$ cat config.mk
export PLATFORM = sky130hd
export DESIGN_NAME = vpc_regs
export DESIGN_NICKNAME = d
export VERILOG_FILES = /design/src/vpc_pkg.sv /design/src/vpc_sync.sv /design/src/vpc_decode.sv /design/src/vpc_regs.sv
export SDC_FILE = /design/constraint.sdc
export NUM_CORES = 1
export LEC_CHECK = 0
export ABC_AREA = 1
export BUFFER_PORTS_ARGS = -buffer_cell sky130_fd_sc_hd__buf_2
export CAP_MARGIN = 10
export CORE_ASPECT_RATIO = 1.4
export CORE_MARGIN = 1
export CORE_UTILIZATION = 50
export DETAILED_ROUTE_END_ITERATION = 8
export PLACE_DENSITY = 0.75
export SETUP_SLACK_MARGIN = 0.1
export SYNTH_ARGS = -nofsm -noshare
export SYNTH_HDL_FRONTEND = slang
export SYNTH_SLANG_ARGS = --single-unit
$ cat constraint.sdc
create_clock -name clk_sys -period 1.7 [get_ports clk_sys]
set_input_delay 0.34 -clock clk_sys [delete_from_list [all_inputs] [get_ports clk_sys]]
set_output_delay 0.34 -clock clk_sys [all_outputs]
set_load 0.005 [all_outputs]
$ cat src/vpc_pkg.sv
package vpc_pkg;

  // ----------------------------------------
  // serial framing
  // ----------------------------------------
  localparam logic [6:0] VPC_CHIP_ADDR = 7'h67;
  localparam int         VPC_RW_BIT    = 0;
  localparam int         VPC_IDX_HI    = 6;
  localparam int         VPC_IDX_LO    = 5;
  localparam int         VPC_DAT_HI    = 4;
  localparam int         VPC_DAT_LO    = 0;
  localparam logic [2:0] VPC_LAST_BIT  = 3'h7;

  // ----------------------------------------
  // register indices
  // ----------------------------------------
  localparam logic [1:0] VPC_IDX_POWER_CONTROL     = 2'h0;
  localparam logic [1:0] VPC_IDX_INPUT_PATH_CONFIG = 2'h1;
  localparam logic [1:0] VPC_IDX_INPUT_GAIN_CONFIG = 2'h2;
  localparam logic [1:0] VPC_IDX_EARPIECE_CONFIG   = 2'h3;

  // ----------------------------------------
  // reset values
  // ----------------------------------------
  localparam logic [4:0] VPC_RST_POWER_CONTROL     = 5'h00;
  localparam logic [4:0] VPC_RST_INPUT_PATH_CONFIG = 5'h00;
  localparam logic [4:0] VPC_RST_INPUT_GAIN_CONFIG = 5'h00;
  localparam logic [4:0] VPC_RST_EARPIECE_CONFIG   = 5'h00;
  localparam logic [4:0] VPC_RST_PINS              = 5'h1f;

  // ----------------------------------------
  // field positions
  // ----------------------------------------
  localparam int VPC_PWR_RUN        = 0;
  localparam int VPC_PWR_SUPPLY_SEL = 1;
  localparam int VPC_PWR_EARPIECE   = 2;
  localparam int VPC_PATH_SIL1      = 0;
  localparam int VPC_PATH_SIL2      = 1;
  localparam int VPC_PATH_PERMIT    = 2;
  localparam int VPC_PATH_MODE_LO   = 3;
  localparam int VPC_PATH_MODE_HI   = 4;
  localparam int VPC_GAIN_PRE_HI    = 3;
  localparam int VPC_GAIN_PRE_LO    = 0;
  localparam int VPC_GAIN_POST      = 4;
  localparam int VPC_EP_IMP_LO      = 0;
  localparam int VPC_EP_IMP_HI      = 1;
  localparam int VPC_EP_SKIP        = 2;
  localparam int VPC_EP_LEVEL       = 3;
  localparam int VPC_EP_SILENCE     = 4;

  // ----------------------------------------
  // pin synchroniser lanes
  // ----------------------------------------
  localparam int VPC_PIN_SCL     = 0;
  localparam int VPC_PIN_SDA     = 1;
  localparam int VPC_PIN_SUPPLY  = 2;
  localparam int VPC_PIN_IFRST   = 3;
  localparam int VPC_PIN_STANDBY = 4;
  localparam int VPC_PIN_COUNT   = 5;

  // ----------------------------------------
  // path modes and impedance codes
  // ----------------------------------------
  typedef enum logic [1:0] {
    VPC_MODE_NOISE_CANCEL = 2'b00,
    VPC_MODE_MIC1_ONLY    = 2'b01,
    VPC_MODE_MIC2_ONLY    = 2'b10,
    VPC_MODE_AVERAGE      = 2'b11
  } vpc_mode_t;

  localparam logic [1:0] VPC_IMP_60K = 2'b00;
  localparam logic [1:0] VPC_IMP_9K  = 2'b01;

  // one-hot impedance select: bit0 60k, bit1 9k, bit2 6k
  localparam logic [2:0] VPC_ONEHOT_60K = 3'h1;
  localparam logic [2:0] VPC_ONEHOT_9K  = 3'h2;
  localparam logic [2:0] VPC_ONEHOT_6K  = 3'h4;

endpackage

$ cat src/vpc_sync.sv
`timescale 1ns/1ps
`default_nettype none

module vpc_sync #(
  parameter int         WIDTH   = 5,
  parameter logic [4:0] RST_VAL = 5'h1f
) (
  // clock and reset
  input  wire logic             clk_sys,
  input  wire logic             resetn,
  // pins
  input  wire logic [WIDTH-1:0] pin_in,
  // settled levels
  output var  logic [WIDTH-1:0] level_out
);

  // ----------------------------------------
  // three stages, change taken when 2 and 3 agree
  // ----------------------------------------
  genvar i;
  generate
    for (i = 0; i < WIDTH; i++) begin : g_lane
      logic s1_q;
      logic s2_q;
      logic s3_q;
      always_ff @(posedge clk_sys) begin
        if (!resetn) begin
          s1_q         <= RST_VAL[i];
          s2_q         <= RST_VAL[i];
          s3_q         <= RST_VAL[i];
          level_out[i] <= RST_VAL[i];
        end else begin
          s1_q <= pin_in[i];
          s2_q <= s1_q;
          s3_q <= s2_q;
          if (s2_q == s3_q) begin
            level_out[i] <= s3_q;
          end
        end
      end
    end
  endgenerate

endmodule // vpc_sync

`default_nettype wire

$ cat src/vpc_decode.sv
`timescale 1ns/1ps
`default_nettype none

module vpc_decode (
  // register contents
  input  wire logic [4:0] power_control,
  input  wire logic [4:0] input_path_config,
  input  wire logic [4:0] input_gain_config,
  input  wire logic [4:0] earpiece_config,
  // standby pin level
  input  wire logic       standby_n,
  // decoded controls
  output logic            run,
  output logic            earpiece_on,
  output logic            nc_enable,
  output logic            nc_bypass,
  output logic            mic1_route,
  output logic            mic2_route,
  output logic            mic_average,
  output logic            path1_silence,
  output logic            path2_silence,
  output logic [3:0]      preamp_gain,
  output logic            postamp_12db,
  output logic            output_lowpass_node_en,
  output logic            speaker_silence,
  output logic            level_limit_high,
  output logic            limiter_enable,
  output logic            enhancer_skip,
  output logic            earpiece_fixed_0db,
  output logic [2:0]      earpiece_impedance_sel
);

  vpc_pkg::vpc_mode_t mode;

  always_comb begin
    mode = vpc_pkg::vpc_mode_t'(input_path_config[vpc_pkg::VPC_PATH_MODE_HI:
                                                   vpc_pkg::VPC_PATH_MODE_LO]);
    // run bit and standby pin both gate everything except level_limit_high and earpiece_impedance_sel
    run = power_control[vpc_pkg::VPC_PWR_RUN] & standby_n;
    earpiece_on = run & power_control[vpc_pkg::VPC_PWR_EARPIECE];
    // silence bits only act under the permit bit
    path1_silence = run & input_path_config[vpc_pkg::VPC_PATH_PERMIT] &
                    input_path_config[vpc_pkg::VPC_PATH_SIL1];
    path2_silence = run & input_path_config[vpc_pkg::VPC_PATH_PERMIT] &
                    input_path_config[vpc_pkg::VPC_PATH_SIL2];
    nc_bypass   = run & (mode != vpc_pkg::VPC_MODE_NOISE_CANCEL);
    mic1_route  = run & (mode != vpc_pkg::VPC_MODE_MIC2_ONLY);
    mic2_route  = run & (mode != vpc_pkg::VPC_MODE_MIC1_ONLY);
    mic_average = run & (mode == vpc_pkg::VPC_MODE_AVERAGE);
    // a muted path kills noise cancelling
    nc_enable = run & (mode == vpc_pkg::VPC_MODE_NOISE_CANCEL) &
                ~path1_silence & ~path2_silence;
    preamp_gain  = run ? input_gain_config[vpc_pkg::VPC_GAIN_PRE_HI:
                                           vpc_pkg::VPC_GAIN_PRE_LO] : 4'h0;
    postamp_12db = run & input_gain_config[vpc_pkg::VPC_GAIN_POST];
    output_lowpass_node_en = run & (mode == vpc_pkg::VPC_MODE_NOISE_CANCEL);
    speaker_silence    = run & earpiece_config[vpc_pkg::VPC_EP_SILENCE];
    enhancer_skip      = run & earpiece_config[vpc_pkg::VPC_EP_SKIP];
    earpiece_fixed_0db = enhancer_skip;
    level_limit_high   = earpiece_config[vpc_pkg::VPC_EP_LEVEL];
    limiter_enable     = earpiece_on & ~enhancer_skip;
    case (earpiece_config[vpc_pkg::VPC_EP_IMP_HI:vpc_pkg::VPC_EP_IMP_LO])
      vpc_pkg::VPC_IMP_60K: earpiece_impedance_sel = vpc_pkg::VPC_ONEHOT_60K;
      vpc_pkg::VPC_IMP_9K:  earpiece_impedance_sel = vpc_pkg::VPC_ONEHOT_9K;
      default:              earpiece_impedance_sel = vpc_pkg::VPC_ONEHOT_6K;
    endcase
  end

endmodule // vpc_decode

`default_nettype wire

$ cat src/vpc_regs.sv
`timescale 1ns/1ps
`default_nettype none

module vpc_regs (
  // clock and reset
  input  wire logic       clk_sys,
  input  wire logic       resetn,
  // serial control bus
  input  wire logic       scl_in,
  input  wire logic       sda_in,
  output logic            sda_out,
  output logic            sda_oe,
  // supply and control pins
  input  wire logic       supply_ok_in,
  input  wire logic       iface_reset_n_in,
  input  wire logic       standby_n_in,
  // power and earpiece enable
  output logic            device_run,
  output logic            earpiece_on,
  output logic            supply_drop_reset_sel,
  // microphone path
  output logic            nc_enable,
  output logic            nc_bypass,
  output logic            mic1_route,
  output logic            mic2_route,
  output logic            mic_average,
  output logic            path1_silence,
  output logic            path2_silence,
  output logic            output_lowpass_node_en,
  // gain
  output logic [3:0]      preamp_gain,
  output logic            postamp_12db,
  // earpiece
  output logic            speaker_silence,
  output logic            level_limit_high,
  output logic            limiter_enable,
  output logic            enhancer_skip,
  output logic            earpiece_fixed_0db,
  output logic [2:0]      earpiece_impedance_sel
);

  // ----------------------------------------
  // state encoding
  // ----------------------------------------
  typedef enum logic [2:0] {
    ST_IDLE     = 3'b000,
    ST_ADDR     = 3'b001,
    ST_ADDR_ACK = 3'b010,
    ST_DATA     = 3'b011,
    ST_DATA_ACK = 3'b100,
    ST_SKIP     = 3'b101
  } vpc_bus_state_t;

  // ----------------------------------------
  // declarations
  // ----------------------------------------
  logic [vpc_pkg::VPC_PIN_COUNT-1:0] pins_raw;
  logic [vpc_pkg::VPC_PIN_COUNT-1:0] pins_lvl;
  logic           scl_s;
  logic           sda_s;
  logic           supply_ok_s;
  logic           iface_reset_n_s;
  logic           standby_n_s;
  logic           scl_p_q;
  logic           sda_p_q;
  logic           scl_rise;
  logic           scl_fall;
  logic           bus_start;
  logic           bus_stop;
  vpc_bus_state_t state_q;
  vpc_bus_state_t state_d;
  logic [7:0]     shift_q;
  logic [2:0]     bit_cnt_q;
  logic           byte_full_q;
  logic           addr_hit;
  logic           commit;
  logic           supply_drop;
  logic [4:0]     power_control_q;
  logic [4:0]     input_path_config_q;
  logic [4:0]     input_gain_config_q;
  logic [4:0]     earpiece_config_q;
  logic           dec_run;
  logic           dec_earpiece_on;
  logic           dec_nc_enable;
  logic           dec_nc_bypass;
  logic           dec_mic1_route;
  logic           dec_mic2_route;
  logic           dec_mic_average;
  logic           dec_path1_silence;
  logic           dec_path2_silence;
  logic [3:0]     dec_preamp_gain;
  logic           dec_postamp_12db;
  logic           dec_lowpass_en;
  logic           dec_speaker_silence;
  logic           dec_level_limit_high;
  logic           dec_limiter_enable;
  logic           dec_enhancer_skip;
  logic           dec_fixed_0db;
  logic [2:0]     dec_impedance_sel;

  // ----------------------------------------
  // pin synchronisers
  // ----------------------------------------
  always_comb begin
    pins_raw                            = '0;
    pins_raw[vpc_pkg::VPC_PIN_SCL]      = scl_in;
    pins_raw[vpc_pkg::VPC_PIN_SDA]      = sda_in;
    pins_raw[vpc_pkg::VPC_PIN_SUPPLY]   = supply_ok_in;
    pins_raw[vpc_pkg::VPC_PIN_IFRST]    = iface_reset_n_in;
    pins_raw[vpc_pkg::VPC_PIN_STANDBY]  = standby_n_in;
  end

  vpc_sync #(
    .WIDTH   (vpc_pkg::VPC_PIN_COUNT),
    .RST_VAL (vpc_pkg::VPC_RST_PINS)
  ) u_sync (
    .clk_sys   (clk_sys),
    .resetn    (resetn),
    .pin_in    (pins_raw),
    .level_out (pins_lvl)
  );

  assign scl_s           = pins_lvl[vpc_pkg::VPC_PIN_SCL];
  assign sda_s           = pins_lvl[vpc_pkg::VPC_PIN_SDA];
  assign supply_ok_s     = pins_lvl[vpc_pkg::VPC_PIN_SUPPLY];
  assign iface_reset_n_s = pins_lvl[vpc_pkg::VPC_PIN_IFRST];
  assign standby_n_s     = pins_lvl[vpc_pkg::VPC_PIN_STANDBY];

  // ----------------------------------------
  // bus edge and condition detect
  // ----------------------------------------
  always_ff @(posedge clk_sys) begin
    if (!resetn) begin
      scl_p_q <= 1'b1;
      sda_p_q <= 1'b1;
    end else begin
      scl_p_q <= scl_s;
      sda_p_q <= sda_s;
    end
  end

  assign scl_rise  = scl_s & ~scl_p_q;
  assign scl_fall  = ~scl_s & scl_p_q;
  assign bus_start = scl_s & scl_p_q & sda_p_q & ~sda_s;
  assign bus_stop  = scl_s & scl_p_q & ~sda_p_q & sda_s;

  // only a write to our address is acknowledged
  assign addr_hit = (shift_q[7:1] == vpc_pkg::VPC_CHIP_ADDR) &
                    ~shift_q[vpc_pkg::VPC_RW_BIT];
  assign commit   = (state_q == ST_DATA) & scl_fall & byte_full_q;

  // ----------------------------------------
  // bus state machine
  // ----------------------------------------
  always_comb begin
    state_d = state_q;
    case (state_q)
      ST_IDLE: begin
        state_d = ST_IDLE;
      end
      ST_ADDR: begin
        if (scl_fall && byte_full_q) begin
          state_d = addr_hit ? ST_ADDR_ACK : ST_SKIP;
        end
      end
      ST_ADDR_ACK, ST_DATA_ACK: begin
        if (scl_fall) begin
          state_d = ST_DATA;
        end
      end
      ST_DATA: begin
        if (commit) begin
          state_d = ST_DATA_ACK;
        end
      end
      ST_SKIP: begin
        state_d = ST_SKIP;
      end
      default: begin
        state_d = ST_IDLE;
      end
    endcase
    if (bus_start) begin
      state_d = ST_ADDR;
    end else if (bus_stop) begin
      state_d = ST_IDLE;
    end
  end

  always_ff @(posedge clk_sys) begin
    if (!resetn) begin
      state_q <= ST_IDLE;
    end else begin
      state_q <= state_d;
    end
  end

  // ----------------------------------------
  // bit shifter
  // ----------------------------------------
  always_ff @(posedge clk_sys) begin
    if (!resetn) begin
      shift_q     <= 8'h00;
      bit_cnt_q   <= 3'h0;
      byte_full_q <= 1'b0;
    end else if (bus_start || state_d != state_q) begin
      bit_cnt_q   <= 3'h0;
      byte_full_q <= 1'b0;
    end else if (scl_rise && (state_q == ST_ADDR || state_q == ST_DATA)) begin
      shift_q     <= {shift_q[6:0], sda_s};
      bit_cnt_q   <= bit_cnt_q + 3'h1;
      byte_full_q <= (bit_cnt_q == vpc_pkg::VPC_LAST_BIT);
    end
  end

  // ----------------------------------------
  // acknowledge driver, never read data
  // ----------------------------------------
  always_ff @(posedge clk_sys) begin
    if (!resetn) begin
      sda_oe  <= 1'b0;
      sda_out <= 1'b0;
    end else begin
      sda_out <= 1'b0;
      sda_oe  <= (state_d == ST_ADDR_ACK) || (state_d == ST_DATA_ACK);
    end
  end

  // ----------------------------------------
  // control registers
  // ----------------------------------------
  assign supply_drop = ~power_control_q[vpc_pkg::VPC_PWR_SUPPLY_SEL] &
                       ~supply_ok_s;

  always_ff @(posedge clk_sys) begin
    if (!resetn || supply_drop) begin
      power_control_q     <= vpc_pkg::VPC_RST_POWER_CONTROL;
      input_path_config_q <= vpc_pkg::VPC_RST_INPUT_PATH_CONFIG;
      input_gain_config_q <= vpc_pkg::VPC_RST_INPUT_GAIN_CONFIG;
      earpiece_config_q   <= vpc_pkg::VPC_RST_EARPIECE_CONFIG;
    end else begin
      if (commit) begin
        case (shift_q[vpc_pkg::VPC_IDX_HI:vpc_pkg::VPC_IDX_LO])
          vpc_pkg::VPC_IDX_POWER_CONTROL:
            power_control_q <= shift_q[vpc_pkg::VPC_DAT_HI:vpc_pkg::VPC_DAT_LO];
          vpc_pkg::VPC_IDX_INPUT_PATH_CONFIG:
            input_path_config_q <= shift_q[vpc_pkg::VPC_DAT_HI:vpc_pkg::VPC_DAT_LO];
          vpc_pkg::VPC_IDX_INPUT_GAIN_CONFIG:
            input_gain_config_q <= shift_q[vpc_pkg::VPC_DAT_HI:vpc_pkg::VPC_DAT_LO];
          default:
            earpiece_config_q <= shift_q[vpc_pkg::VPC_DAT_HI:vpc_pkg::VPC_DAT_LO];
        endcase
      end
      // reset pin holds run bit clear, beats a write
      if (!iface_reset_n_s) begin
        power_control_q[vpc_pkg::VPC_PWR_RUN] <= 1'b0;
      end
    end
  end

  // ----------------------------------------
  // decode
  // ----------------------------------------
  vpc_decode u_decode (
    .power_control          (power_control_q),
    .input_path_config      (input_path_config_q),
    .input_gain_config      (input_gain_config_q),
    .earpiece_config        (earpiece_config_q),
    .standby_n              (standby_n_s),
    .run                    (dec_run),
    .earpiece_on            (dec_earpiece_on),
    .nc_enable              (dec_nc_enable),
    .nc_bypass              (dec_nc_bypass),
    .mic1_route             (dec_mic1_route),
    .mic2_route             (dec_mic2_route),
    .mic_average            (dec_mic_average),
    .path1_silence          (dec_path1_silence),
    .path2_silence          (dec_path2_silence),
    .preamp_gain            (dec_preamp_gain),
    .postamp_12db           (dec_postamp_12db),
    .output_lowpass_node_en (dec_lowpass_en),
    .speaker_silence        (dec_speaker_silence),
    .level_limit_high       (dec_level_limit_high),
    .limiter_enable         (dec_limiter_enable),
    .enhancer_skip          (dec_enhancer_skip),
    .earpiece_fixed_0db     (dec_fixed_0db),
    .earpiece_impedance_sel (dec_impedance_sel)
  );

  // ----------------------------------------
  // registered outputs, all move together
  // ----------------------------------------
  always_ff @(posedge clk_sys) begin
    if (!resetn) begin
      device_run             <= 1'b0;
      earpiece_on            <= 1'b0;
      supply_drop_reset_sel  <= 1'b0;
      nc_enable              <= 1'b0;
      nc_bypass              <= 1'b0;
      mic1_route             <= 1'b0;
      mic2_route             <= 1'b0;
      mic_average            <= 1'b0;
      path1_silence          <= 1'b0;
      path2_silence          <= 1'b0;
      output_lowpass_node_en <= 1'b0;
      preamp_gain            <= 4'h0;
      postamp_12db           <= 1'b0;
      speaker_silence        <= 1'b0;
      level_limit_high       <= 1'b0;
      limiter_enable         <= 1'b0;
      enhancer_skip          <= 1'b0;
      earpiece_fixed_0db     <= 1'b0;
      earpiece_impedance_sel <= vpc_pkg::VPC_ONEHOT_60K;
    end else begin
      device_run             <= dec_run;
      earpiece_on            <= dec_earpiece_on;
      supply_drop_reset_sel  <= power_control_q[vpc_pkg::VPC_PWR_SUPPLY_SEL];
      nc_enable              <= dec_nc_enable;
      nc_bypass              <= dec_nc_bypass;
      mic1_route             <= dec_mic1_route;
      mic2_route             <= dec_mic2_route;
      mic_average            <= dec_mic_average;
      path1_silence          <= dec_path1_silence;
      path2_silence          <= dec_path2_silence;
      output_lowpass_node_en <= dec_lowpass_en;
      preamp_gain            <= dec_preamp_gain;
      postamp_12db           <= dec_postamp_12db;
      speaker_silence        <= dec_speaker_silence;
      level_limit_high       <= dec_level_limit_high;
      limiter_enable         <= dec_limiter_enable;
      enhancer_skip          <= dec_enhancer_skip;
      earpiece_fixed_0db     <= dec_fixed_0db;
      earpiece_impedance_sel <= dec_impedance_sel;
    end
  end

endmodule // vpc_regs

`default_nettype wire

* Word-level counts from Yosys, hierarchy flattened
Cells that the tools add are included. W data, S select, Z words.
Operators by class: add/sub/neg operators 1, equality and inequality tests 21, muxes and demuxes 8, bitwise gates (word level) 41, reduce and logical (&&, ||, !) cells 21
Operators by type and width (number):
- $and A1 B1 Y1 | 27
- $mux W3 | 6
- $not A1 Y1 | 14
- $eq A3 B3 Y1 const B | 4
- $pmux W3 S4 | 1
- $reduce_and A2 Y1 | 6
- $eq A3 B2 Y1 const B | 3
- $eq A7 B7 Y1 const B | 1
- $logic_not A2 Y1 | 3
- $pmux W3 S2 | 1
- $reduce_or A2 Y1 | 3
- $eq A1 B1 Y1 | 5
- $eq A2 B1 Y1 const B | 2
- $eq A2 B2 Y1 const B | 2
- $logic_or A1 B1 Y1 | 4
- $add A3 B1 Y3 const B | 1
- $eq A3 B1 Y1 const B | 1
- $ne A3 B3 Y1 | 1
- $reduce_or A3 Y1 | 1
- $logic_and A1 B1 Y1 | 2
- $ne A2 B1 Y1 const B | 1
- $ne A2 B2 Y1 const B | 1
- $reduce_bool A2 Y1 | 1
- $logic_not A1 Y1 | 1
Word-level totals: bits in registers 79, word-level logic and storage cells 142

* Longest topological paths before layout
depth after elaboration 12, depth in mapped cells 12

* Modules after synthesis
Synthesis repeated with hierarchy kept, for this count alone.
Second synthesis, totals: cells, all modules 433, area total of the unflattened synthesis 3249.4 µm²
By module, submodules not included:
- vpc_regs | instances 1, cells an instance 305, area an instance 2374.8 µm²
- vpc_sync | instances 1, cells an instance 87, area an instance 663.1 µm²
- vpc_decode | instances 1, cells an instance 41, area an instance 211.5 µm²

* Worst setup path before layout
Ideal clock, no wire load.
path type flip-flop to flip-flop, start register state_q[2], end register bit_cnt_q[0], arrival time 1.303 ns, slack 0.332 ns, cell stages (with the launch flop) 13, clock period less this slack 1.368 ns, cell sequence dfxtp_1 > inv_2 > nand2_2 > nand2_2 > nand2_2 > nand2_2 > nor2_4 > nand2_2 > nand2_1 > nand3_2 > nor2_2 > nand3_2 > nor2_1
On the way: longest elaborated chain between the ends 10, elaborated cells between the ends (all ways) 19
RTL lines:
- start, declared | RTL line vpc_regs.sv:70 | vpc_bus_state_t state_q;
- start signal, assigned | RTL line vpc_regs.sv:194 | state_q <= state_d;
- $eq A3 B2 Y1 | RTL line vpc_regs.sv:150, vpc_regs.sv:157, vpc_regs.sv:209
- $and A1 B1 Y1 (2 in series) | RTL line vpc_regs.sv:150 | assign commit = (state_q == ST_DATA) & scl_fall & byte_full_q;
- $mux W3 | RTL line vpc_regs.sv:172 | if (commit) begin
- $pmux W3 S4 | RTL line vpc_regs.sv:157 | case (state_q)
- $mux W3 | RTL line vpc_regs.sv:185 | end else if (bus_stop) begin
- $mux W3 | RTL line vpc_regs.sv:183 | if (bus_start) begin
- $ne A3 B3 Y1 | RTL line vpc_regs.sv:206 | end else if (bus_start || state_d != state_q) begin
- $logic_or A1 B1 Y1 | RTL line vpc_regs.sv:206
- $reduce_or A2 Y1 (no source line)
- end signal, assigned | RTL line vpc_regs.sv:211 | bit_cnt_q <= bit_cnt_q + 3'h1;
- end, declared | RTL line vpc_regs.sv:73 | logic [2:0] bit_cnt_q;
Parallel ways exist; a longest one is shown, timed or not. A chain may end at the register's enable or synchronous reset.

* Worst setup path in the final report
start register state_q[0], end register byte_full_q
On the way: longest elaborated chain between the ends 10, elaborated cells between the ends (all ways) 19
RTL lines:
- $eq A3 B2 Y1 | RTL line vpc_regs.sv:150, vpc_regs.sv:157, vpc_regs.sv:209
- $and A1 B1 Y1 (2 in series) | RTL line vpc_regs.sv:150
- $mux W3 | RTL line vpc_regs.sv:172
- $pmux W3 S4 | RTL line vpc_regs.sv:157
- $mux W3 | RTL line vpc_regs.sv:185
- $mux W3 | RTL line vpc_regs.sv:183
- $ne A3 B3 Y1 | RTL line vpc_regs.sv:206
- $logic_or A1 B1 Y1 | RTL line vpc_regs.sv:206
- $reduce_or A2 Y1 (no source line)
- end signal, assigned | RTL line vpc_regs.sv:212 | byte_full_q <= (bit_cnt_q == vpc_pkg::VPC_LAST_BIT);
- end, declared | RTL line vpc_regs.sv:74 | logic byte_full_q;
Parallel ways exist; a longest one is shown, timed or not.

==> impl_metrics.json <==
{
  "grt_pass1_wl_um": 8714,
  "async_flop_share": 0,
  "cts_tree": "built",
  "vias_per_cell": 5.056,
  "grt_usage": 0.1897,
  "first_global_vias": 2058,
  "drt_pass1_iterations": 4,
  "start_kind": "register",
  "routabilityCongestion": 0.8663,
  "r2r_cells": 11,
  "stdcell_area_um2": 3405,
  "yosysWarnings": 0,
  "syn-mean-instance-area_um2": 8.610,
  "outcome": "finished, final reports clean",
  "syn_area_um2": 2824,
  "setup_ws_ns": 0.1883,
  "clkTransAtPathRegs_ns": 0.08,
  "cp.required_ns": 1.97,
  "wl_um": 5346,
  "synth_edf_count": 0,
  "path_depth": 11,
  "ctsHtreeMaxLevel": 3,
  "grt-ovfl-total": 0,
  "register_area_um2": 1607,
  "cts_buffers": 9,
  "clk_latency_ns": 0.34,
  "syn_nets": 337,
  "synth_cell_types": 29,
  "criticalPathCategory": "register to register",
  "final_util": 0.6207,
  "multi_input_area_um2": 1101,
  "first_iter_violations": 105,
  "gr-usage-met3": 0.05429,
  "fin_crit_ns": 1.512,
  "setup_viol": 0,
  "die-area_um2": 5957,
  "pin_count": 33,
  "antenna_found_initial": 0,
  "rows": 32,
  "nNetsFinal": 380,
  "ys_seq_area_frac": 0.5600,
  "initial_core_util": 0.5148,
  "fin_crit_sh": 0.8893,
  "critPathMaxFanout": 6,
  "synthFlopType": "dfxtp_1",
  "port_buffers": 31,
  "cp-end-kind": "register",
  "use_met2": 0.3041,
  "grt_setup_unrepaired": "no",
  "holdPathStages": 2,
  "fill_cells": 459,
  "max_stage_delay_ns": 0.38,
  "hold_viol": 0,
  "final_max_slew_viol_count": 0,
  "antenna_cells": 0,
  "max_freq_mhz": 661.5,
  "grt_start_max_net_pins": 17,
  "drive_gt1_frac": 0.3218,
  "hold_class": "input pin to register",
  "worst_ep_arrival_time_ns": 1.79,
  "r2r_setup_slack_ns": 0.19,
  "dpl_cell_area_um2": 3073,
  "ys_seq_elements": 79,
  "drc_errors": 0,
  "power.leakage_uw": 0.001479,
  "setup_tns_ns": 0,
  "cts_root_buf": "clkbuf_8",
  "crit_chain": "inv_4 > nand3_1 > nand2_1 > inv_1 > nor2_1 > nand2_1 > nand3_1 > nand3_2 > nor2_2 > nand3_2 > nor2_1",
  "power_uw": 3377,
  "vdd_ir_drop_max_mv": 0.7743,
  "hpwlAfterDp_um": 3445,
  "vias": 2245,
  "die_x_um": 65.52,
  "busiest_layer": "met2",
  "grt.met1_usage": 0.2132,
  "numClockSinks": 79,
  "cts.path.max_buffers": 2,
  "crit_buf_inv": 2,
  "clock_skew_ns": 0.005080,
  "cap_violations": 0,
  "wire_per_inst_um": 12.04,
  "coreArea_um2": 5485,
  "pwr_density_cell_nw_per_um2": 991.9,
  "ant_nets": 0,
  "area_growth_pct": 20.56,
  "crit_slowest_cell": "dfxtp_4",
  "pre_cts_ws_ns": 0.1532,
  "synth_cells": 328,
  "die_y_um": 90.92,
  "cp_top_family": "simple AND/OR/NAND/NOR gates"
}
-- per-stage QoR --
| step | std cells | hold WS, ns |
|---|---|---|
| after global routing | 444 | 0.1680 |
| after detailed placement | 425 | 0.3981 |
| after floorplan | 328 | 0.3925 |
| after CTS | 441 | 0.1674 |
| final | 444 | 0.1804 |
| after global placement | 425 | 0.3943 |
-- registers in the layout (all words and copies together) (netlist names), 3 cells and up --
register and count:
earpiece_impedance_sel 3, input_path_config_q 5, state_q 3, u_sync.level_out 5, input_gain_config_q 5, bit_cnt_q 3, u_sync.g_lane.s1_q 5, earpiece_config_q 5
u_sync.g_lane.s3_q 5, shift_q 8, preamp_gain 4, u_sync.g_lane.s2_q 5, power_control_q 3
-- cell families after synthesis --
logic type,synth area share
flops,0.5600
compound gates,0.1001
fa+ha+maj,0.008860
mux,0.01063
xor+xnor,0.003102
buf+inv,0.07133
simple gates,0.2446
other cells,0.001328
-- cell usage after synthesis, types with 3 or more instances --
| cell | count | share of area |
|---|---|---|
| a211oi_1 | 17 | 0.045 |
| a21oi_1 | 16 | 0.028 |
| buf_4 | 3 | 0.0080 |
| clkbuf_1 | 4 | 0.0053 |
| dfxtp_1 | 79 | 0.56 |
| inv_1 | 34 | 0.045 |
| inv_2 | 6 | 0.0080 |
| mux2i_1 | 3 | 0.011 |
| nand2_1 | 36 | 0.048 |
| nand2_2 | 6 | 0.013 |
| nand3_1 | 10 | 0.018 |
| nand3_2 | 3 | 0.011 |
| nor2_1 | 57 | 0.076 |
| nor3_1 | 5 | 0.0089 |
| nor4_1 | 3 | 0.0066 |
| o21ai_0 | 11 | 0.019 |
| o21ai_1 | 4 | 0.0071 |
| or2_2 | 15 | 0.033 |
-- layer usage --
layer  wire length [um]  vias up
met5                  0        -
met4                206        0
met3                185       21
met2               2635       61
met1               2318     1025
li1                   -     1138
-- repair_timing --
item	CTS	global route
pin swaps	0	3
hold buffers	0	0
setup buffers	0	3
gates resized for setup	1	37
endpoints found under the setup margin	1	18
-- worst paths after layout --
check                                                   endpoint                        startpoint
worst min register to register  u_sync.g_lane[3].s2_q$_SDFF_PN1_  u_sync.g_lane[3].s1_q$_SDFF_PN1_
worst min-delay path            u_sync.g_lane[4].s1_q$_SDFF_PN1_                      standby_n_in
worst max register to register          byte_full_q$_SDFFE_PP0P_             state_q[0]$_SDFF_PN0_
worst max-delay path                    byte_full_q$_SDFFE_PP0P_             state_q[0]$_SDFF_PN0_
-- placed cells by master (no fill, tap or decap), types with 2 or more instances in the layout --
| cell type | instances |
|---|---|
| buf_2 | 31 |
| a21oi_1 | 16 |
| clkbuf_8 | 12 |
| nand3_1 | 7 |
| nor3_2 | 2 |
| inv_2 | 7 |
| nor3_1 | 5 |
| or2_2 | 15 |
| ha_1 | 2 |
| nor2_1 | 52 |
| dfxtp_4 | 4 |
| nor4_1 | 3 |
| nor2_2 | 5 |
| o21ai_1 | 4 |
| nand2_1 | 33 |
| buf_4 | 11 |
| inv_4 | 3 |
| inv_1 | 30 |
| nor2_4 | 3 |
| nand3_2 | 4 |
| nand2_2 | 9 |
| dfxtp_1 | 67 |
| mux2i_1 | 3 |
| dfxtp_2 | 8 |
| nand3_4 | 2 |
| o21ai_0 | 11 |
| a211oi_1 | 17 |
| nand3b_1 | 2 |
-- area by class of cell --
type	count	share of cell area
Clock buffer	12	0.04851
Tap cell	68	0.02499
Timing Repair Buffer	42	0.06983
Multi-Input combinational cell	199	0.3234
Inverter	40	0.04631
Sequential cell	79	0.4719
Clock inverter	4	0.01507
-- report_power, final --
| group | switching [uW] | internal (uW) | total, uW |
|---|---|---|---|
| sequential | 6.09 | 1860 | 1860 |
| clock | 657 | 801 | 1460 |
| combinational | 32.0 | 24.1 | 56.0 |
| total | 695 | 2680 | 3380 |
(Power assumes the default switching activity.)
